$ cat src/logic/tape_serializer_regs.svh
`ifndef TAPE_SERIALIZER_REGS_SVH
`define TAPE_SERIALIZER_REGS_SVH

// ------------------------------------------------------------
// register offsets (byte addresses, one word each)
// ------------------------------------------------------------
`define CTRL_OFS 4'h0
`define WRITE_BYTE_OFS 4'h4
`define READ_BYTE_OFS 4'h8
`define STATUS_OFS 4'hC

// ------------------------------------------------------------
// control register fields
// ------------------------------------------------------------
`define CTRL_DIR_BIT 0
`define CTRL_WGATE_BIT 1
`define CTRL_MARK_BIT 2
`define CTRL_IRQEN_BIT 3
`define CTRL_RST 4'h0

// ------------------------------------------------------------
// status register fields
// ------------------------------------------------------------
`define STAT_TIMER_BIT 0
`define STAT_WAVE_BIT 1
`define STAT_DONE_BIT 2
`define STAT_SEQ_BIT 3

// ------------------------------------------------------------
// reset values and timing
// ------------------------------------------------------------
`define WRITE_BYTE_RST 8'h00
`define SHIFT_RST 8'hFF
`define SYS_PERIOD_NS 4
`define SYS_MHZ 250
`define TIMER_US 40
`define TIMER_CYCLES (`TIMER_US * `SYS_MHZ)
`define STROBE_NS 100
`define STROBE_CYCLES ((`STROBE_NS + `SYS_PERIOD_NS - 1) / `SYS_PERIOD_NS)

`endif

$ cat src/logic/tape_serializer_pkg.sv
package tape_serializer_pkg;
   typedef logic [7:0] byte_t;
   typedef logic [31:0] word_t;
   typedef logic [13:0] timer_count_t;
   typedef logic [4:0] strobe_count_t;
   // register selected by a bus access
   typedef enum {SEL_CTRL, SEL_WRITE_BYTE, SEL_READ_BYTE, SEL_STATUS, SEL_NONE} reg_sel_t;
endpackage : tape_serializer_pkg

$ cat src/logic/tape_write_read_serializer.sv
`timescale 1ns/1ps
`include "tape_serializer_regs.svh"

module tape_write_read_serializer #(
   parameter int TIMER_CYCLES = `TIMER_CYCLES
) (
   // clock and reset
   input wire logic I_SYS_CLK,
   input wire logic I_RST_B,
   // avalon-mm slave
   input wire logic [3:0] I_AVS_ADDRESS,
   input wire logic I_AVS_READ,
   input wire logic I_AVS_WRITE,
   input wire logic [31:0] I_AVS_WRITEDATA,
   input wire logic [3:0] I_AVS_BYTEENABLE,
   output logic [31:0] O_AVS_READDATA,
   output logic O_AVS_WAITREQUEST,
   // head side pins
   input wire logic I_WRITE_BIT_CLOCK,
   input wire logic I_READ_CLOCK,
   input wire logic I_READ_DATA,
   output logic O_WRITE_CLOCK,
   output logic O_WRITE_DATA,
   output logic O_WRITE_WAVEFORM,
   // processor side pins
   output logic O_TIMER_STROBE_B,
   output logic O_IRQ_OUT_SECOND_B
);

   // ------------------------------------------------------------
   // functions
   // ------------------------------------------------------------
   // word-aligned decode; low address bits are ignored
   function automatic tape_serializer_pkg::reg_sel_t decode(input logic [3:0] addr);
      unique case ({addr[3:2], 2'h0})
         `CTRL_OFS: decode = tape_serializer_pkg::SEL_CTRL;
         `WRITE_BYTE_OFS: decode = tape_serializer_pkg::SEL_WRITE_BYTE;
         `READ_BYTE_OFS: decode = tape_serializer_pkg::SEL_READ_BYTE;
         `STATUS_OFS: decode = tape_serializer_pkg::SEL_STATUS;
         default: decode = tape_serializer_pkg::SEL_NONE;
      endcase
   endfunction : decode

   // ------------------------------------------------------------
   // pin synchronisers
   // ------------------------------------------------------------
   logic [1:0] bit_clk_sync;
   logic [1:0] rd_clk_sync;
   logic [1:0] rd_data_sync;
   logic bit_clk_last;
   logic rd_clk_last;

   // two flops per pin; only stage 1 is read downstream
   always_ff @(posedge I_SYS_CLK or negedge I_RST_B) begin
      if (!I_RST_B) begin
         bit_clk_sync <= 2'b00;
         rd_clk_sync <= 2'b00;
         rd_data_sync <= 2'b00;
         bit_clk_last <= 1'b0;
         rd_clk_last <= 1'b0;
      end else begin
         bit_clk_sync <= {bit_clk_sync[0], I_WRITE_BIT_CLOCK};
         rd_clk_sync <= {rd_clk_sync[0], I_READ_CLOCK};
         rd_data_sync <= {rd_data_sync[0], I_READ_DATA};
         bit_clk_last <= bit_clk_sync[1];
         rd_clk_last <= rd_clk_sync[1];
      end
   end

   logic bit_rise;
   logic bit_fall;
   logic rd_rise;
   assign bit_rise = bit_clk_sync[1] & ~bit_clk_last;
   assign bit_fall = ~bit_clk_sync[1] & bit_clk_last;
   assign rd_rise = rd_clk_sync[1] & ~rd_clk_last;

   // ------------------------------------------------------------
   // bus slave
   // ------------------------------------------------------------
   logic [3:0] ctrl;
   tape_serializer_pkg::byte_t write_byte;
   tape_serializer_pkg::byte_t shared_sr;
   tape_serializer_pkg::byte_t write_sr;
   logic waveform;
   logic seq_n;
   logic byte_done;
   logic timer_out;
   logic req;
   logic done;
   logic be_ok;
   tape_serializer_pkg::reg_sel_t sel;

   assign req = I_AVS_READ | I_AVS_WRITE;
   assign done = req & ~O_AVS_WAITREQUEST;
   assign sel = decode(I_AVS_ADDRESS);
   assign be_ok = I_AVS_BYTEENABLE[0];

   // one wait cycle per access; read data captured with the drop
   always_ff @(posedge I_SYS_CLK or negedge I_RST_B) begin
      if (!I_RST_B) begin
         O_AVS_WAITREQUEST <= 1'b1;
         O_AVS_READDATA <= 32'h0000_0000;
      end else begin
         O_AVS_WAITREQUEST <= ~(req & O_AVS_WAITREQUEST);
         if (I_AVS_READ && O_AVS_WAITREQUEST) begin
            unique case (sel)
               tape_serializer_pkg::SEL_CTRL: O_AVS_READDATA <= {28'h0000000, ctrl};
               tape_serializer_pkg::SEL_WRITE_BYTE: O_AVS_READDATA <= {24'h000000, write_byte};
               tape_serializer_pkg::SEL_READ_BYTE: O_AVS_READDATA <= {24'h000000, shared_sr};
               tape_serializer_pkg::SEL_STATUS:
                  O_AVS_READDATA <= {28'h0000000, seq_n, byte_done, waveform, timer_out};
               tape_serializer_pkg::SEL_NONE: O_AVS_READDATA <= 32'h0000_0000;
            endcase
         end
      end
   end

   // control register: direction, gate enable, mark generate, irq enable
   always_ff @(posedge I_SYS_CLK or negedge I_RST_B) begin
      if (!I_RST_B) begin
         ctrl <= `CTRL_RST;
      end else if (done && I_AVS_WRITE && sel == tape_serializer_pkg::SEL_CTRL && be_ok) begin
         ctrl <= I_AVS_WRITEDATA[3:0];
      end
   end

   // write byte port
   always_ff @(posedge I_SYS_CLK or negedge I_RST_B) begin
      if (!I_RST_B) begin
         write_byte <= `WRITE_BYTE_RST;
      end else if (done && I_AVS_WRITE && sel == tape_serializer_pkg::SEL_WRITE_BYTE
                   && be_ok) begin
         write_byte <= I_AVS_WRITEDATA[7:0];
      end
   end

   logic dir_write;
   logic wgate;
   logic mark_generate;
   logic irq_en;
   assign dir_write = ctrl[`CTRL_DIR_BIT];
   assign wgate = ctrl[`CTRL_WGATE_BIT];
   assign mark_generate = ctrl[`CTRL_MARK_BIT];
   assign irq_en = ctrl[`CTRL_IRQEN_BIT];

   // ------------------------------------------------------------
   // write control sequencer
   // ------------------------------------------------------------
   logic wr_step;
   logic [7:0] next_shared_sr;
   assign wr_step = dir_write & bit_rise;
   assign next_shared_sr = {shared_sr[6:0], waveform};

   // sequence flop: low for one bit pulse to start each cycle
   always_ff @(posedge I_SYS_CLK or negedge I_RST_B) begin
      if (!I_RST_B) begin
         seq_n <= 1'b1;
      end else if (wr_step) begin
         if (!seq_n) begin
            seq_n <= 1'b1;
         end else if (!waveform && wgate) begin
            seq_n <= 1'b0;
         end
      end
   end

   // waveform flop: set on second pulse, cleared by last stage one
   always_ff @(posedge I_SYS_CLK or negedge I_RST_B) begin
      if (!I_RST_B) begin
         waveform <= 1'b0;
      end else if (wr_step) begin
         if (!seq_n) begin
            waveform <= 1'b1;
         end else if (waveform) begin
            waveform <= ~next_shared_sr[7];
         end
      end
   end

   // shared register: read deserializer or bit counter in write mode
   always_ff @(posedge I_SYS_CLK or negedge I_RST_B) begin
      if (!I_RST_B) begin
         shared_sr <= `SHIFT_RST;
      end else if (dir_write) begin
         if (wr_step) begin
            if (!seq_n) begin
               shared_sr <= 8'h00;
            end else if (!waveform && wgate) begin
               shared_sr <= 8'h00;
            end else if (waveform) begin
               shared_sr <= next_shared_sr;
            end
         end
      end else if (rd_rise) begin
         shared_sr <= {shared_sr[6:0], rd_data_sync[1]};
      end
   end

   // ------------------------------------------------------------
   // write shifter and output gating
   // ------------------------------------------------------------
   logic shift_clk;
   logic data_clk;
   assign shift_clk = wr_step & waveform;

   // load while waveform low; shift at the bit fall so data is steady at each clock rise
   always_ff @(posedge I_SYS_CLK or negedge I_RST_B) begin
      if (!I_RST_B) begin
         write_sr <= `WRITE_BYTE_RST;
      end else if (!waveform) begin
         write_sr <= write_byte;
      end else if (bit_fall && data_clk) begin
         write_sr <= {write_sr[6:0], 1'b0};
      end
   end

   // serial data: msb first, held low while marks are written
   always_ff @(posedge I_SYS_CLK or negedge I_RST_B) begin
      if (!I_RST_B) begin
         O_WRITE_DATA <= 1'b0;
      end else begin
         O_WRITE_DATA <= write_sr[7] & ~mark_generate;
      end
   end

   // data clock high from a gated bit rise to the bit fall
   always_ff @(posedge I_SYS_CLK or negedge I_RST_B) begin
      if (!I_RST_B) begin
         data_clk <= 1'b0;
      end else if (shift_clk) begin
         data_clk <= 1'b1;
      end else if (bit_fall || !dir_write) begin
         data_clk <= 1'b0;
      end
   end

   // ------------------------------------------------------------
   // timer strobe and one-shot
   // ------------------------------------------------------------
   tape_serializer_pkg::strobe_count_t strobe_cnt;
   tape_serializer_pkg::timer_count_t timer_cnt;
   logic strobe_start;
   assign strobe_start = done & I_AVS_READ & (sel == tape_serializer_pkg::SEL_READ_BYTE);

   // strobe rests high; each read byte access lowers it briefly
   always_ff @(posedge I_SYS_CLK or negedge I_RST_B) begin
      if (!I_RST_B) begin
         strobe_cnt <= 5'h00;
         O_TIMER_STROBE_B <= 1'b1;
      end else if (strobe_start) begin
         strobe_cnt <= 5'(`STROBE_CYCLES - 1);
         O_TIMER_STROBE_B <= 1'b0;
      end else if (strobe_cnt != 5'h00) begin
         strobe_cnt <= strobe_cnt - 5'h01;
      end else begin
         O_TIMER_STROBE_B <= 1'b1;
      end
   end

   // one-shot retriggers on each strobe, then counts out
   always_ff @(posedge I_SYS_CLK or negedge I_RST_B) begin
      if (!I_RST_B) begin
         timer_cnt <= 14'h0000;
         timer_out <= 1'b0;
      end else if (!O_TIMER_STROBE_B) begin
         timer_cnt <= 14'(TIMER_CYCLES - 1);
         timer_out <= 1'b1;
      end else if (timer_cnt != 14'h0000) begin
         timer_cnt <= timer_cnt - 14'h0001;
      end else begin
         timer_out <= 1'b0;
      end
   end

   // write clock: data clock, or strobe only while marks are written
   always_ff @(posedge I_SYS_CLK or negedge I_RST_B) begin
      if (!I_RST_B) begin
         O_WRITE_CLOCK <= 1'b0;
      end else begin
         O_WRITE_CLOCK <= data_clk | (mark_generate & ~O_TIMER_STROBE_B);
      end
   end

   // ------------------------------------------------------------
   // byte done flag and interrupt request
   // ------------------------------------------------------------
   logic wave_last;
   logic wave_fall;
   logic done_clear;
   assign wave_fall = wave_last & ~waveform;
   assign done_clear = done & I_AVS_WRITE & be_ok & (sel == tape_serializer_pkg::SEL_WRITE_BYTE);

   // a fall in the same cycle as the clear keeps the flag set
   always_ff @(posedge I_SYS_CLK or negedge I_RST_B) begin
      if (!I_RST_B) begin
         wave_last <= 1'b0;
         byte_done <= 1'b0;
      end else begin
         wave_last <= waveform;
         if (wave_fall) begin
            byte_done <= 1'b1;
         end else if (done_clear) begin
            byte_done <= 1'b0;
         end
      end
   end

   // active-low request while the flag is set and enabled
   always_ff @(posedge I_SYS_CLK or negedge I_RST_B) begin
      if (!I_RST_B) begin
         O_IRQ_OUT_SECOND_B <= 1'b1;
         O_WRITE_WAVEFORM <= 1'b0;
      end else begin
         O_IRQ_OUT_SECOND_B <= ~(byte_done & irq_en);
         O_WRITE_WAVEFORM <= waveform;
      end
   end

endmodule : tape_write_read_serializer

$ cat config.mk
export PLATFORM = sky130hd
export DESIGN_NAME = tape_write_read_serializer
export DESIGN_NICKNAME = d
export VERILOG_FILES = /design/src/logic/tape_serializer_pkg.sv /design/src/logic/tape_write_read_serializer.sv
export VERILOG_INCLUDE_DIRS = /design/src /design/src/logic
export SDC_FILE = /design/constraint.sdc
export NUM_CORES = 1
export LEC_CHECK = 0
export ABC_AREA = 1
export BUFFER_PORTS_ARGS = -buffer_cell sky130_fd_sc_hd__buf_4
export CAP_MARGIN = 20
export CELL_PAD_IN_SITES_DETAIL_PLACEMENT = 2
export CELL_PAD_IN_SITES_GLOBAL_PLACEMENT = 2
export CORE_UTILIZATION = 28
export DETAILED_ROUTE_END_ITERATION = 8
export GPL_ROUTABILITY_DRIVEN = 0
export MAX_ROUTING_LAYER = met4
export PLACE_DENSITY_LB_ADDON = 0.1
export REMOVE_ABC_BUFFERS = 1
export SLEW_MARGIN = 20
export SYNTH_ARGS = -nofsm -noshare
export SYNTH_HDL_FRONTEND = slang
export SYNTH_SLANG_ARGS = --single-unit
$ cat constraint.sdc
create_clock -name I_SYS_CLK -period 1.3 [get_ports I_SYS_CLK]
set_input_delay 0.065 -clock I_SYS_CLK [delete_from_list [all_inputs] [get_ports I_SYS_CLK]]
set_output_delay 0.065 -clock I_SYS_CLK [all_outputs]
set_load 0.005 [all_outputs]
; After elaboration in Yosys (flattened, before gate mapping)
; Cells that the tools add are included.
[totals]
output_inout_bits = 38
register_bits = 98
[classes]
n_bitwise = 28
eq_ne = 15
add_sub_neg = 2
n_mux = 26
n_reduce_logical = 21
[ops]
columns = operator, n
row1 = $pmux 32 s5, 1
row2 = $pmux 32 s4, 1
row3 = $eq 32x2->1 const B, 3
row4 = $eq 32x3->1 const B, 2
row5 = $logic_not 32->1, 2
row6 = $mux 8, 8
row7 = $eq 32x1->1 const B, 1
row8 = $mux 14, 2
row9 = $and 1x1->1, 16
row10 = $reduce_bool 14->1, 1
row11 = $sub 14x1->14 const B, 1
row12 = $mux 1, 12
row13 = $mux 5, 2
row14 = $not 1->1, 10
row15 = $logic_and 1x1->1, 8
row16 = $reduce_bool 2->1, 4
row17 = $ne 2x1->1 const B, 3
row18 = $reduce_bool 5->1, 1
row19 = $sub 5x1->5 const B, 1
row20 = $eq 2x2->1 const B, 2
row21 = $ne 2x2->1 const B, 2
row22 = $ne 4x3->1 const B, 1
row23 = $reduce_and 3->1, 1
row24 = $eq 2x1->1 const B, 1
row25 = 4 further kinds, 6

; Longest topological paths before layout
[logic_depth]
ltp_word = 7
mapped_depth = 8
depth_no_buf = 8

; Least setup slack after synthesis
; Ideal clock, no wire load.
[synth_path]
path_type = reg2reg
start = register timer_cnt[0]
end = register timer_cnt[2]
required_time_ps = 1182
stages_incl_launch_ff = 8
path_slack_ps = -68
arrival_time_ps = 1251
cell_sequence = dfrtp_1 inv_1 ha_1 nand3_2 nor2_4 nand3_1 a21oi_1 inv_1
[synth_between]
elab_chain_len = 3
word_cells_on_any_way = 5
[synth_rtl]
columns = item, line_no
row1 = start: declaration, tape_write_read_serializer.sv:241  ; tape_serializer_pkg::timer_count_t timer_cnt;
row2 = start signal: assignment, tape_write_read_serializer.sv:266  ; timer_cnt <= 14'(TIMER_CYCLES - 1);
row3 = start signal: assignment, tape_write_read_serializer.sv:269  ; timer_cnt <= timer_cnt - 14'h0001;
row4 = $sub 14x1->14, tape_write_read_serializer.sv:269
row5 = $mux 14, tape_write_read_serializer.sv:268  ; end else if (timer_cnt != 14'h0000) begin
row6 = $mux 14, tape_write_read_serializer.sv:265  ; end else if (!O_TIMER_STROBE_B) begin
; Parallel ways exist; a longest one is shown, timed or not. The select of a mux whose other input is x is not followed.
; A chain may end at the register's enable or synchronous reset.

; Final worst setup path
[layout_path]
start = register timer_cnt[1]
end = register timer_cnt[8]
; Same word-level chain as after synthesis.

==> implementation parameters <==
Parameter                              Value

Outcome
  Result of the run    complete, but fails checks
  Violated checks    setup timing

Routing
  Vias after detailed routing    3073
  Count of unresolved DRC violations after routing    0
  Initial DRC Count    70
  Remaining antenna violation count after routing    0
  Final routed wirelength across all metal layers    roughly 11 mm
  First-pass iteration count of the detailed router    4
  Via-to-Cell Ratio    4.50
  Routed wire length per instance    16.2 um

Finish
  Final design utilization    0.410
  Ant. Diodes    0
  Layout Area Growth over Synthesis    41.1%
  Final std cells w/o fill    ~680
  Final net count    559
  Share of layout cells above drive strength 1    0.344
  Number of filler instances in the final layout    1349
  Summed area of non-filler cells in the final layout    between 4000 and 5000 um^2

Clock tree
  TritonCTS clock tree    yes
  Htree depth    3
  Clock Tree Buf Depth    2
  TritonCTS Buffers    9
  TritonCTS sink count    74
  Clock-pin slew of the registers on the worst-case setup and hold paths    0.06 ns
  Library cell used as clock root buffer    clkbuf_16
  Clock network latency to the later pin of the worst-skew pair    0.35 ns

Synth
  Distinct cell type count of the synthesized netlist    34
  Commonest register cell after synthesis    dfrtp_1
  Sequential cell area fraction in the yosys report    0.528
  Biggest area contributors in the synthesized netlist    dfrtp_1, nand2_1, dfstp_2
  Synthesis Warnings    0
  Most instantiated cells after synthesis    nand2_1, dfrtp_1, inv_1
  Instance count of the mapped netlist    409
  Synthesis-stage register bit count    74
  Number of enable-type register cells in the synthesized netlist    0
  Cell with the most instances after synthesis    nand2_1
  Post-synthesis cell type with the largest combined area    dfrtp_1
  Mean post-synth cell area    8.64 um^2
  Share of synthesized registers carrying an async set or reset    1.00
  Area share of the largest cell type after synthesis    0.439
  Total standard cell area after synthesis    3530 um^2

Setup path
  Worst r2r src    timer_cnt[1]
  Reg-to-reg slack, setup    -0.08 ns
  WP data arrival    about 1.6 ns
  Setup crit end kind    register
  Capturing element of the worst setup path    timer_cnt[8]
  Crit-path max cell delay    roughly 0.40 ns
  Critical path required time    1.53 ns
  Type of the worst setup path    reg -> reg
  Highest fanout seen on the critical path    4
  CP cell instances    inv_2, ha_4, nand3_4, nor2_4, buf_6, inv_4, a21oi_2, o21ai_1
  Terminus of the critical flop-to-flop path    timer_cnt[8]
  Setup crit start kind    register
  Setup crit start    timer_cnt[1]
  Worst R2R Path Depth    8
  Cell type of the slowest stage on the worst timing path    dfrtp_1

Timing
  Maximum clock rate    726 MHz
  Total Negative Setup Slacks    -0.374 ns
  Layout Skew    0.00635 ns
  Portion of the clock cycle consumed by the worst path in the final layout    1.06
  Final-report setup violation count    10
  Final critical path time including I/O delays and setup    between 1 and 1.5 ns
  Final WS setup    -0.0774 ns
  Count of pins over their slew limit    0
  RSZ-0062 raised after global routing    true
  Final Hold Fails    0

Global routing
  Largest net degree at the start of global routing    30
  GRT Overall Usage    0.191
  Initial antenna violation count    0
  Global-route wire length before repair    18.0 mm
  Number of global-route vias before repair    3428
  Residual overflow from global routing    0

Power
  Power per cell area    1820 nW/um^2
  Leakage power figure    2.34 nW
  Maximum ir drop on the vdd rail    0.726 mV

Floorplan
  Effective utilization at floorplan    0.291
  Die extent in y    114 um
  Die outline area    13100 um^2
  Core area    12200 um^2
  Floorplan row count    40
  Die width    114 um
  I/O pin count    85

Placement
  Detailed Place HPWL    7.43 mm
  Cell area reported after detailed placement    4180 um^2
  Setup slack at placement    -0.202 ns
  Number of port buffers    31
  Number of cells in the design after placement    641

Min path
  Hold path depth    5
  Worst min path class    in -> reg

Flow run
  Number of max-cap violations    0
[sequential cells by signal, indices dropped and copies added, names as in the netlist, 2 cells and up]
| signal | cells |
|---|---|
| write_sr | 8 |
| rd_clk_sync | 2 |
| write_byte | 8 |
| rd_data_sync | 2 |
| shared_sr | 8 |
| timer_cnt | 14 |
| strobe_cnt | 5 |
| bit_clk_sync | 2 |
| ctrl | 4 |
| O_AVS_READDATA | 8 |
[placed cells by master (no fill, tap or decap), types with 9 or more instances in the layout]
| cell type | Yosys | final |
|---|---|---|
| dfrtp_1 | 62 | 60 |
| o21ai_0 | 35 | 25 |
| nor2_4 | 2 | 9 |
| inv_1 | 53 | 45 |
| buf_4 | 24 | 74 |
| nand3_1 | 18 | 13 |
| dlygate4sd3_1 | 0 | 14 |
| dfstp_2 | 12 | 12 |
| nand2_1 | 96 | 87 |
| nor2_1 | 33 | 20 |
| clkbuf_16 | 0 | 9 |
| inv_2 | 3 | 9 |
| a21oi_1 | 18 | 12 |
| o21ai_1 | 9 | 14 |
| conb_1 | 1 | 24 |
[cells by family after synthesis]
| logic type | count (synthesis) | share of synthesized area |
|---|---|---|
| flip-flops | 74 | 0.528 |
| AO/OA/AOI/OAI | 83 | 0.135 |
| adder cells (fa/ha/maj) | 2 | 0.00708 |
| other | 1 | 0.00106 |
| buffers and inverters | 87 | 0.125 |
| AND/OR/NAND/NOR | 161 | 0.201 |
| XOR/XNOR | 1 | 0.00248 |
[where the power goes]
group,internal (mW),leakage [nW],switching [mW]
combinational,1.30,1.34,1.57
sequential,3.09,0.849,0.413
clock,1.68,0.153,1.02
total,6.06,2.34,3.00
[worst min path at each step]
| stage | start | slack, ns | endpoint |
|---|---|---|---|
| 2_1_floorplan | I_RST_B | -0.23 | O_AVS_READDATA[0] |
| 3_5_place_dp | I_RST_B | 0.02 | write_sr[3] |
| 4_1_cts | I_AVS_ADDRESS[3] | 0.16 | O_AVS_READDATA[2] |
| 6_report | I_AVS_ADDRESS[3] | 0.15 | O_AVS_READDATA[2] |
| 3_3_place_gp | I_RST_B | 0.01 | write_sr[3] |
| 5_1_grt | I_AVS_ADDRESS[3] | 0.19 | O_AVS_READDATA[0] |
[critical path, delay by kind of cell, from the launching register on]
family / cells / cell delay (ns)
and+or+nand+nor: 2 / 0.27
adders and majority gates: 1 / 0.15
AOI/OAI and AO/OA: 2 / 0.17
DFF: 1 / 0.40
buffers and inverters: 3 / 0.28
[cell type report]
type	instances	area (um^2)	share of cell area
clock inverters	5	78.8	0.0158
well taps	168	210	0.0422
clock buffers	11	233	0.0467
inverters	56	215	0.0432
multi-input cells	272	1550	0.310
repair buffers	97	832	0.167
flip-flops and latches	74	1870	0.375
[metal layers]
layer | track usage | wire [um] | vias up
met5 | - | 0 | -
met4 | 0.0805 | 212 | 0
met3 | 0.0286 | 224 | 13
met2 | 0.311 | 5520 | 44
met1 | 0.238 | 5080 | 1543
li1 | - | - | 1473
[through the flow]
step	hold slack, ns	power, mW
4_1_cts	0.155	8.97
3_5_place_dp	0.0163	5.98
2_1_floorplan	-0.231	4.69
3_3_place_gp	0.0127	5.85
6_report	0.152	9.06
5_1_grt	0.187	9.66
[repair_timing]
action	in CTS	in global routing
gates cloned	1	0
hold buffers	14	0
buffers inserted	7	4
setup endpoints to repair	29	45
endpoints found under the hold margin	80	0
resized for setup	37	46
pin swaps	10	17
No activity file was read; power rests on OpenSTA's default activity.
